[config.mk]
export PLATFORM = sky130hd
export DESIGN_NAME = adcss_top
export DESIGN_NICKNAME = d
export VERILOG_FILES = /design/src/adcss_pkg.sv /design/src/adcss_irq.sv /design/src/adcss_trig.sv /design/src/adcss_top.sv
export SDC_FILE = /design/constraint.sdc
export NUM_CORES = 1
export LEC_CHECK = 0
export BUFFER_PORTS_ARGS = -buffer_cell sky130_fd_sc_hd__buf_4
export CAP_MARGIN = 20
export CORE_MARGIN = 10
export CORE_UTILIZATION = 30
export DETAILED_ROUTE_END_ITERATION = 7
export GPL_TIMING_DRIVEN = 0
export MAX_ROUTING_LAYER = met4
export PLACE_DENSITY = 0.54
export SLEW_MARGIN = 20
export SYNTH_ARGS = -nofsm -noshare
export SYNTH_HDL_FRONTEND = slang
export SYNTH_HIERARCHICAL = 1
export SYNTH_SLANG_ARGS = --single-unit
[constraint.sdc]
create_clock -name aclk -period 1.65 [get_ports aclk]
set_input_delay 0.33 -clock aclk [delete_from_list [all_inputs] [get_ports aclk]]
set_output_delay 0.33 -clock aclk [all_outputs]
set_load 0.02 [all_outputs]
[src/adcss_pkg.sv]
// Purpose: shared constants and types of the scan-mode converter sequencer
// Assumes: 32-bit AXI4-Lite register window with an 8-bit byte address
// Notes:   offsets are byte addresses, one aligned word per register
`default_nettype none

package adcss_pkg;

    // bus geometry
    localparam int unsigned ADDR_W = 8;
    localparam int unsigned AXI_DW = 32;
    localparam int unsigned STRB_W = AXI_DW / 8;

    // register byte offsets
    localparam logic [ADDR_W-1:0] OFF_CTRL   = 8'h00; // conv_ctrl_stat_reg
    localparam logic [ADDR_W-1:0] OFF_STAT   = 8'h04; // sticky event status, read only
    localparam logic [ADDR_W-1:0] OFF_ICLR   = 8'h08; // write one to clear, write only
    localparam logic [ADDR_W-1:0] OFF_IEN    = 8'h0C; // interrupt enable
    localparam logic [ADDR_W-1:0] OFF_RES0   = 8'h20; // result_reg_a, b, c, d follow
    localparam logic [ADDR_W-1:0] RES_STRIDE = 8'h04;

    // conv_ctrl_stat_reg field positions
    localparam int unsigned B_START  = 0;  // conv_start
    localparam int unsigned B_REPEAT = 1;  // repeat_select
    localparam int unsigned B_MULTI  = 2;  // group_conv_select
    localparam int unsigned B_GROUP  = 3;  // group_sel
    localparam int unsigned B_CHHI   = 4;  // chan_sel_hi
    localparam int unsigned B_CHLO   = 5;  // chan_sel_lo
    localparam int unsigned B_TRIGEN = 6;  // external trigger enable
    localparam int unsigned B_BUSY   = 8;  // read only: sequencer running
    localparam int unsigned B_CUR    = 9;  // read only: 3-bit channel in work
    localparam int unsigned CHAN_W   = 3;

    // interrupt layout shared by status, clear and enable
    localparam int unsigned IRQ_W   = 1;
    localparam int unsigned IRQ_END = 0;   // conv_end_flag / conv_irq_enable

    // channel map
    localparam logic [CHAN_W-1:0] CH_BASE_G0 = 3'h2; // analog_input_2
    localparam logic [CHAN_W-1:0] CH_BASE_G1 = 3'h4; // analog_input_4
    localparam int unsigned NUM_RES = 4;
    localparam int unsigned POS_W   = 2;

    // axi responses
    localparam logic [1:0] RESP_OKAY   = 2'h0;
    localparam logic [1:0] RESP_SLVERR = 2'h2;

    // sequencer states, one-hot
    typedef enum logic [2:0] {
        ST_IDLE   = 3'b001,
        ST_LAUNCH = 3'b010,
        ST_WAIT   = 3'b100
    } adcss_state_t;

endpackage

`default_nettype wire

[src/adcss_irq.sv]
// Purpose: sticky event status, enable mask and one level interrupt
// Assumes: event, clear and enable strobes are single-cycle and synchronous
// Notes:   an event in the cycle of its clear keeps the bit set
`default_nettype none

module adcss_irq
    import adcss_pkg::*;
#(
    parameter int unsigned W = IRQ_W
)(
    // clock and reset
    input  wire logic         aclk,
    input  wire logic         aresetn,
    // events and software strobes
    input  wire logic [W-1:0] evt,
    input  wire logic         clr_wr,
    input  wire logic [W-1:0] clr_data,
    input  wire logic         en_wr,
    input  wire logic [W-1:0] en_data,
    // state out
    output logic      [W-1:0] status,
    output logic      [W-1:0] enable,
    output logic              irq
);

    typedef struct packed {
        logic [W-1:0] status;
        logic [W-1:0] enable;
    } adcss_irq_regs_t;

    adcss_irq_regs_t s;
    adcss_irq_regs_t next_s;

    // set beats clear, so a pass ending during the clear write is not lost
    always_comb
    begin
        next_s = s;
        if (clr_wr)
        begin
            next_s.status = s.status & ~clr_data;
        end
        next_s.status = next_s.status | evt;
        if (en_wr)
        begin
            next_s.enable = en_data;
        end
    end

    always_ff @(posedge aclk)
    begin
        if (!aresetn)
            s <= '0;
        else
            s <= next_s;
    end

    assign status = s.status;
    assign enable = s.enable;
    assign irq    = |(s.status & s.enable);

endmodule

`default_nettype wire

[src/adcss_trig.sv]
// Purpose: rising-edge detector for the external conversion trigger
// Assumes: trigger pin already synchronous to aclk
// Notes:   a level held high gives one start, not a stream of them
`default_nettype none

module adcss_trig
    import adcss_pkg::*;
(
    // clock and reset
    input  wire logic aclk,
    input  wire logic aresetn,
    // trigger
    input  wire logic trig_in,
    input  wire logic trig_en,
    output logic      trig_pulse
);

    typedef struct packed {
        logic prev;
    } adcss_trig_regs_t;

    adcss_trig_regs_t s;
    adcss_trig_regs_t next_s;

    // remember last level for edge detection
    always_comb
    begin
        next_s      = s;
        next_s.prev = trig_in;
    end

    always_ff @(posedge aclk)
    begin
        if (!aresetn)
            s <= '0;
        else
            s <= next_s;
    end

    assign trig_pulse = trig_en & trig_in & ~s.prev;

endmodule

`default_nettype wire

[src/adcss_top.sv]
// Purpose: scan-mode sequencer for an external converter, AXI4-Lite slave
// Assumes: converter takes conv_launch, answers once with conv_done and data
// Notes:   one conversion outstanding; a done seen after a stop is dropped
//
// The AXI4-Lite slave port and the placing of the registers were left to the implementer.
`default_nettype none

// Operation
// - scan mode converts selected channels cyclically, nonstop
// - start begins at group's first channel
// - next channel starts right after previous ends
// - each result goes to its channel's register
// - group one, selection two converts channels 4-6
// - pass end sets flag, restarts first channel
// - flag raises interrupt when enable is set
// - passes repeat while start set, stop otherwise
// - restart always begins at group's first channel
// - one write sets start and changes selection
module adcss_top
    import adcss_pkg::*;
#(
    parameter int unsigned DATA_W = 10
)(
    // clock and reset
    input  wire logic              aclk,
    input  wire logic              aresetn,
    // axi4-lite write address
    input  wire logic [ADDR_W-1:0] s_axi_awaddr,
    input  wire logic              s_axi_awvalid,
    output logic                   s_axi_awready,
    // axi4-lite write data
    input  wire logic [AXI_DW-1:0] s_axi_wdata,
    input  wire logic [STRB_W-1:0] s_axi_wstrb,
    input  wire logic              s_axi_wvalid,
    output logic                   s_axi_wready,
    // axi4-lite write response
    output logic [1:0]             s_axi_bresp,
    output logic                   s_axi_bvalid,
    input  wire logic              s_axi_bready,
    // axi4-lite read address
    input  wire logic [ADDR_W-1:0] s_axi_araddr,
    input  wire logic              s_axi_arvalid,
    output logic                   s_axi_arready,
    // axi4-lite read data
    output logic [AXI_DW-1:0]      s_axi_rdata,
    output logic [1:0]             s_axi_rresp,
    output logic                   s_axi_rvalid,
    input  wire logic              s_axi_rready,
    // converter side
    output logic                   conv_launch,
    output logic [CHAN_W-1:0]      conv_chan,
    input  wire logic              conv_done,
    input  wire logic [DATA_W-1:0] conv_data,
    // external trigger and interrupt
    input  wire logic              ext_trig,
    output logic                   conv_end_irq
);

    typedef struct packed {
        adcss_state_t                   st;
        logic                           start;
        logic                           repeat_sel;
        logic                           multi;
        logic                           group_sel;
        logic                           chan_sel_hi;
        logic                           chan_sel_lo;
        logic                           trig_en;
        logic [POS_W-1:0]               pos;
        logic [CHAN_W-1:0]              chan;
        logic [NUM_RES-1:0][DATA_W-1:0] res;
        logic                           aw_held;
        logic                           w_held;
        logic [ADDR_W-1:0]              aw_addr;
        logic [AXI_DW-1:0]              wdata;
        logic [STRB_W-1:0]              wstrb;
        logic                           bvalid;
        logic [1:0]                     bresp;
        logic                           rvalid;
        logic [AXI_DW-1:0]              rdata;
        logic [1:0]                     rresp;
    } adcss_regs_t;

    adcss_regs_t s;
    adcss_regs_t next_s;

    logic [CHAN_W-1:0] base_chan;
    logic [CHAN_W-1:0] first_chan;
    logic [POS_W-1:0]  last_pos;
    logic [POS_W-1:0]  res_idx;
    logic              take_done;
    logic              pass_end;
    logic              wrap;
    logic              wr_fire;
    logic              wr_ctrl;
    logic              wr_iclr;
    logic              wr_ien;
    logic              wr_hit;
    logic              trig_pulse;
    logic [IRQ_W-1:0]  irq_status;
    logic [IRQ_W-1:0]  irq_enable;
    logic [IRQ_W-1:0]  end_evt;

    // channel geometry from the live selection bits
    assign base_chan  = s.group_sel ? CH_BASE_G1 : CH_BASE_G0;
    assign first_chan = s.multi ? base_chan
                      : base_chan + {1'b0, s.chan_sel_hi, s.chan_sel_lo};
    assign last_pos   = s.multi ? {s.chan_sel_hi, s.chan_sel_lo} : '0;
    assign res_idx    = POS_W'(s.chan - base_chan);

    // conversion accepted only while running; a stop drops late answers
    assign take_done = (s.st == ST_WAIT) && s.start && conv_done;
    assign pass_end  = take_done && (s.pos == last_pos);
    assign wrap      = pass_end && s.multi && s.repeat_sel;

    // register write decode from the held address
    assign wr_fire = s.aw_held && s.w_held && !s.bvalid;
    assign wr_ctrl = wr_fire && (s.aw_addr == OFF_CTRL) && s.wstrb[0];
    assign wr_iclr = wr_fire && (s.aw_addr == OFF_ICLR) && s.wstrb[0];
    assign wr_ien  = wr_fire && (s.aw_addr == OFF_IEN) && s.wstrb[0];
    assign wr_hit  = (s.aw_addr == OFF_CTRL) || (s.aw_addr == OFF_STAT)
                  || (s.aw_addr == OFF_ICLR) || (s.aw_addr == OFF_IEN)
                  || ((s.aw_addr >= OFF_RES0) && (s.aw_addr[1:0] == 2'h0)
                      && (s.aw_addr < OFF_RES0 + ADDR_W'(NUM_RES) * RES_STRIDE));

    assign end_evt = IRQ_W'(pass_end) << IRQ_END;

    adcss_trig u_trig (
        .aclk       (aclk),
        .aresetn    (aresetn),
        .trig_in    (ext_trig),
        .trig_en    (s.trig_en),
        .trig_pulse (trig_pulse)
    );

    adcss_irq #(
        .W (IRQ_W)
    ) u_irq (
        .aclk     (aclk),
        .aresetn  (aresetn),
        .evt      (end_evt),
        .clr_wr   (wr_iclr),
        .clr_data (s.wdata[IRQ_W-1:0]),
        .en_wr    (wr_ien),
        .en_data  (s.wdata[IRQ_W-1:0]),
        .status   (irq_status),
        .enable   (irq_enable),
        .irq      (conv_end_irq)
    );

    // bus slave, control bits and sequencer in one next-state pass
    always_comb
    begin
        logic [AXI_DW-1:0] rd;
        logic              rd_hit;
        rd     = '0;
        rd_hit = 1'b0;
        next_s = s;

        // write channels, taken in either order
        if (s_axi_awvalid && s_axi_awready)
        begin
            next_s.aw_held = 1'b1;
            next_s.aw_addr = s_axi_awaddr;
        end
        if (s_axi_wvalid && s_axi_wready)
        begin
            next_s.w_held = 1'b1;
            next_s.wdata  = s_axi_wdata;
            next_s.wstrb  = s_axi_wstrb;
        end
        if (wr_fire)
        begin
            next_s.aw_held = 1'b0;
            next_s.w_held  = 1'b0;
            next_s.bvalid  = 1'b1;
            next_s.bresp   = wr_hit ? RESP_OKAY : RESP_SLVERR;
        end
        if (s.bvalid && s_axi_bready)
        begin
            next_s.bvalid = 1'b0;
        end

        // all selection bits and start land in the same cycle
        if (wr_ctrl)
        begin
            next_s.start       = s.wdata[B_START];
            next_s.repeat_sel  = s.wdata[B_REPEAT];
            next_s.multi       = s.wdata[B_MULTI];
            next_s.group_sel   = s.wdata[B_GROUP];
            next_s.chan_sel_hi = s.wdata[B_CHHI];
            next_s.chan_sel_lo = s.wdata[B_CHLO];
            next_s.trig_en     = s.wdata[B_TRIGEN];
        end

        // read path, answered one cycle after the address
        if (s_axi_araddr == OFF_CTRL)
        begin
            rd_hit            = 1'b1;
            rd[B_START]       = s.start;
            rd[B_REPEAT]      = s.repeat_sel;
            rd[B_MULTI]       = s.multi;
            rd[B_GROUP]       = s.group_sel;
            rd[B_CHHI]        = s.chan_sel_hi;
            rd[B_CHLO]        = s.chan_sel_lo;
            rd[B_TRIGEN]      = s.trig_en;
            rd[B_BUSY]        = (s.st != ST_IDLE);
            rd[B_CUR+:CHAN_W] = s.chan;
        end
        else if (s_axi_araddr == OFF_STAT)
        begin
            rd_hit           = 1'b1;
            rd[IRQ_W-1:0]    = irq_status;
        end
        else if (s_axi_araddr == OFF_ICLR)
        begin
            rd_hit = 1'b1; // write only, reads zero
        end
        else if (s_axi_araddr == OFF_IEN)
        begin
            rd_hit           = 1'b1;
            rd[IRQ_W-1:0]    = irq_enable;
        end
        for (int k = 0; k < NUM_RES; k++)
        begin
            if (s_axi_araddr == OFF_RES0 + ADDR_W'(k) * RES_STRIDE)
            begin
                rd_hit         = 1'b1;
                rd[DATA_W-1:0] = s.res[k];
            end
        end
        if (s_axi_arvalid && s_axi_arready)
        begin
            next_s.rvalid = 1'b1;
            next_s.rdata  = rd;
            next_s.rresp  = rd_hit ? RESP_OKAY : RESP_SLVERR;
        end
        if (s.rvalid && s_axi_rready)
        begin
            next_s.rvalid = 1'b0;
        end

        // sequencer
        unique case (s.st)
            ST_IDLE:
            begin
                if (s.start)
                begin
                    next_s.st   = ST_LAUNCH;
                    next_s.pos  = '0;
                    next_s.chan = first_chan;
                end
            end
            ST_LAUNCH:
            begin
                next_s.st = s.start ? ST_WAIT : ST_IDLE;
            end
            ST_WAIT:
            begin
                if (!s.start)
                begin
                    next_s.st = ST_IDLE;
                end
                else if (conv_done)
                begin
                    next_s.res[res_idx] = conv_data;
                    if (wrap)
                    begin
                        next_s.st   = ST_LAUNCH;
                        next_s.pos  = '0;
                        next_s.chan = first_chan;
                    end
                    else if (pass_end)
                    begin
                        next_s.st    = ST_IDLE;
                        next_s.start = wr_ctrl && s.wdata[B_START]; // one pass, a write wins
                    end
                    else
                    begin
                        next_s.st   = ST_LAUNCH;
                        next_s.pos  = s.pos + 1'b1;
                        next_s.chan = s.chan + 1'b1;
                    end
                end
            end
        endcase

        // hardware trigger wins over a software clear in the same cycle
        if (trig_pulse)
        begin
            next_s.start = 1'b1;
        end
    end

    // state register, synchronous reset
    always_ff @(posedge aclk)
    begin
        if (!aresetn)
        begin
            s    <= '0;
            s.st <= ST_IDLE;
        end
        else
        begin
            s <= next_s;
        end
    end

    // handshake outputs, one write and one read in flight
    assign s_axi_awready = !s.aw_held && !s.bvalid;
    assign s_axi_wready  = !s.w_held && !s.bvalid;
    assign s_axi_arready = !s.rvalid;
    assign s_axi_bvalid  = s.bvalid;
    assign s_axi_bresp   = s.bresp;
    assign s_axi_rvalid  = s.rvalid;
    assign s_axi_rdata   = s.rdata;
    assign s_axi_rresp   = s.rresp;
    assign conv_launch   = (s.st == ST_LAUNCH);
    assign conv_chan     = s.chan;
endmodule

`default_nettype wire

==> impl_metrics.csv <==
group,metric,value,unit
grt,grt_pass1_wl,21.01,mm
yosys,yosysTopAreaCellShare,41.09,%
drt,routed_wirelength,13.76,mm
layout,drive_gt1_share,30.51,%
pwr,combPwrFrac,11.1,%
die,io_pins,117,
clocking,cts_hold_buffers,0,
place,hpwlAfterDp,9.754,mm
pwr,ir_worst_vdd,0.4343,mV
flow_run,maxCapViolCount,0,
hold_path,min_from,"s_axi_rready",
die,start_util,30.72,%
yosys,yosys_warnings,6,
die,fp.dieW,142.2,µm
worst_setup_path,end_kind,"register",
pwr,switching_share,23.55,%
clocking,cts_tree,"done",
worst_setup_path,reg2reg_slack,-0.14,ns
pwr,internal_power,3.858,mW
timing,max_freq,558.5,MHz
worst_setup_path,timing.rr.end,"s[135]$_SDFF_PN0_",
drt,first_pass_iters,4,
pwr,p_sw,1.188,mW
drt,drtAntennaViolNets,0,
status,status,"complete, but fails checks",
yosys,async_reset_ff_share,0,%
layout,nNetsFinal,719,
timing,finalHoldViolations,0,
yosys,synthMuxAreaShare,11.47,%
timing,rsz0062_at_grt,"yes",
pwr,p_seq_share,45.8,%
clocking,clk_path_buf_depth,2,
clocking,clk_pin_slew,0.06,ns
layout,antenna_cells,0,
layout,final_area,6013,µm²
die,die_area,20230,µm²
worst_setup_path,required,1.91,ns
worst_setup_path,path_cells,"or4_4, nor3_4, nor4b_2, buf_4, buf_4, a211oi_2, a211oi_2",
place,preCtsSetupSlack,-0.6839,ns
timing,slew_headroom,50.54,%
timing,setup_ws,-0.1405,ns
layout,fillers,1461,
worst_setup_path,max_stage_delay,0.54,ns
hold_path,min_path_cells,2,
worst_setup_path,ff2ff_path_depth,7,
clocking,numCtsBuffers,9,
drt,wl_per_cell,16.52,µm
place,portBuffers,66,
layout,area.growth.synth_to_final,34.17,%
hold_path,hp-class,"in -> reg",
layout,seq_area,1871,µm²
timing,finClkSkew,0.007884,ns
yosys,synth_top_family_by_area,"simple AND/OR/NAND/NOR gates",
status,violations,"negative setup slack",
grt,globalRouteTotalUtil,13.53,%
grt,antenna_found_initial,0,
yosys,seq_area_frac_synth,41.09,%
yosys,synth_flop_cell,"dfxtp_1",
yosys,synth_simple_gate_area_share,20.02,%
grt,grt_max_degree,14,
yosys,synthCells,533,
pwr,power_density,839.3,nW/µm²
clocking,cts.sinks,92,
worst_setup_path,path_class,"reg -> reg",
worst_setup_path,startpoint_type,"register",
timing,period_share,108.5,%
yosys,synthAdderAreaFrac,0.5583,%
die,die_y,142.2,µm
hold_path,hold_path_end,"s_axi_rvalid$_SDFFE_PP0P_",
yosys,synth_area_leaders,"dfxtp_1, mux2i_1, buf_4, nand2_1, a21oi_1",
yosys,synthDistinctLibCells,57,
place,place_area,5291,µm²
worst_setup_path,crit_path_max_fanout,7,
yosys,synth_compound_area_share,15.83,%
yosys,syn_avg_cell_area,8.409,µm²
yosys,ys_seq_elements,92,
yosys,syn_area,4482,µm²
worst_setup_path,cp_top_family,"simple AND/OR/NAND/NOR gates",
yosys,ys_top_cells_by_count,"dfxtp_1, nand2_1, nor2_1",
layout,multiInputGateArea,2440,µm²
pwr,leakagePower,2.617,nW
die,fp-row-count,44,
timing,slew_violations,0,
drt,drt_iter0_drc,249,
worst_setup_path,slowest_stage,"or4_4",
timing,period_minus_slack,1.790,ns
place,gp_congestion,0.8266,
grt,grt_pass1_vias,3899,
drt,vias,4017,
drt,via_per_inst,4.822,
clocking,clk_latency,0.34,ns
pwr,clkPwrFrac,43.1,%
die,coreArea,14590,µm²
grt,grt-ovfl-total,0,
yosys,yosysMostFrequentCell,"dfxtp_1",
drt,drc,0,
timing,setup_viol,9,
yosys,yosysTopAreaCell,"dfxtp_1",
worst_setup_path,regToRegStartpoint,"s[74]$_SDFFE_PN0P_",
clocking,clockRootBuffer,"clkbuf_16",
yosys,synthXorXnorAreaFrac,0.5863,%
clocking,cts.htree.levels,3,
yosys,synth-edff-count,0,
worst_setup_path,path_buf_inv,2,
timing,tightestPinTransition,0.7419,ns
worst_setup_path,crit_arrival,2.05,ns
-- metal layers --
metal  part of all wire, %  wire (µm)  GRT usage, %  up-vias
met5                     0          0             -        -
met4                   1.7        231         5.272        0
met3                   6.0        826         2.837       18
met2                    47       6414         21.11      120
met1                    46       6290         16.74     1866
li1                      -          -             -     2013
-- placed cells by master (no fill, tap or decap), types with 10 or more instances in the layout --
cell and instances:
conb_1 22, mux2i_1 38, inv_1 15, buf_4 117, dfxtp_1 83, o21ai_0 16
nor2_1 55, a21oi_1 52, nand2_1 75, clkbuf_1 14, clkbuf_16 10
-- kinds of logic after synthesis --
logic type,count (synthesis)
buf+inv,82
simple gates,189
other cells,1
mux,49
flops,92
fa+ha+maj,2
compound gates,115
xor+xnor,3
-- worst max-delay path by stage --
| stage | startpoint | endpoint | slack (ns) | depth (start not counted) |
|---|---|---|---|---|
| floorplan | s_axi_araddr[1] | s_axi_rdata[0]$_SDFFE_PN0P_ | -0.07 | 5 |
| global placement | s_axi_araddr[1] | s_axi_rdata[6]$_SDFFE_PN0P_ | -0.69 | 6 |
| detailed placement | s_axi_araddr[1] | s_axi_rdata[1]$_SDFFE_PN0P_ | -0.68 | 6 |
| CTS | s[74]$_SDFFE_PN0P_ | s[134]$_SDFFE_PN0N_ | -0.19 | 6 |
| global route | s[74]$_SDFFE_PN0P_ | s[129]$_SDFFE_PN0N_ | -0.25 | 6 |
| finish | s[74]$_SDFFE_PN0P_ | s[135]$_SDFF_PN0_ | -0.14 | 7 |
-- metrics by stage --
stage / TNS [ns] / hold WS, ns / total power, mW / util (%) / std cells
floorplan: -0.7002 / 0.4284 / 2.678 / - / 554
global route: -2.278 / 0.1851 / 5.230 / 41.22 / 833
finish: -1.004 / 0.1766 / 5.047 / 41.22 / 833
global placement: -15.61 / 0.4359 / 2.894 / 36.27 / 804
CTS: -1.253 / 0.1765 / 5.082 / 39.67 / 825
detailed placement: -17.21 / 0.4431 / 2.901 / 36.27 / 804
-- repair_timing --
action                                  CTS  global route
pin swaps                                10            15
buffers inserted                          8             7
endpoints found under the setup margin   65            58
resized for setup                        35            40
gates cloned                              1             1
-- final cells by class --
cell class | count | area share [%]
sequential | 92 | 31.11
buffer | 64 | 7.407
inverter | 16 | 0.9988
timing repair buffer | 82 | 10.99
clock inverter | 2 | 0.9988
tap | 184 | 3.829
multi-input combinational | 381 | 40.57
clock buffer | 12 | 4.099
-- power groups by stage --
stage | clock, mW | combinational, mW | sequential, mW
2_1_floorplan | 0 | 0.322 | 2.36
3_3_place_gp | 0 | 0.532 | 2.36
3_5_place_dp | 0 | 0.537 | 2.36
4_1_cts | 2.21 | 0.554 | 2.32
5_1_grt | 2.30 | 0.616 | 2.32
6_report | 2.18 | 0.562 | 2.31
No activity file was read; power rests on OpenSTA's default activity.
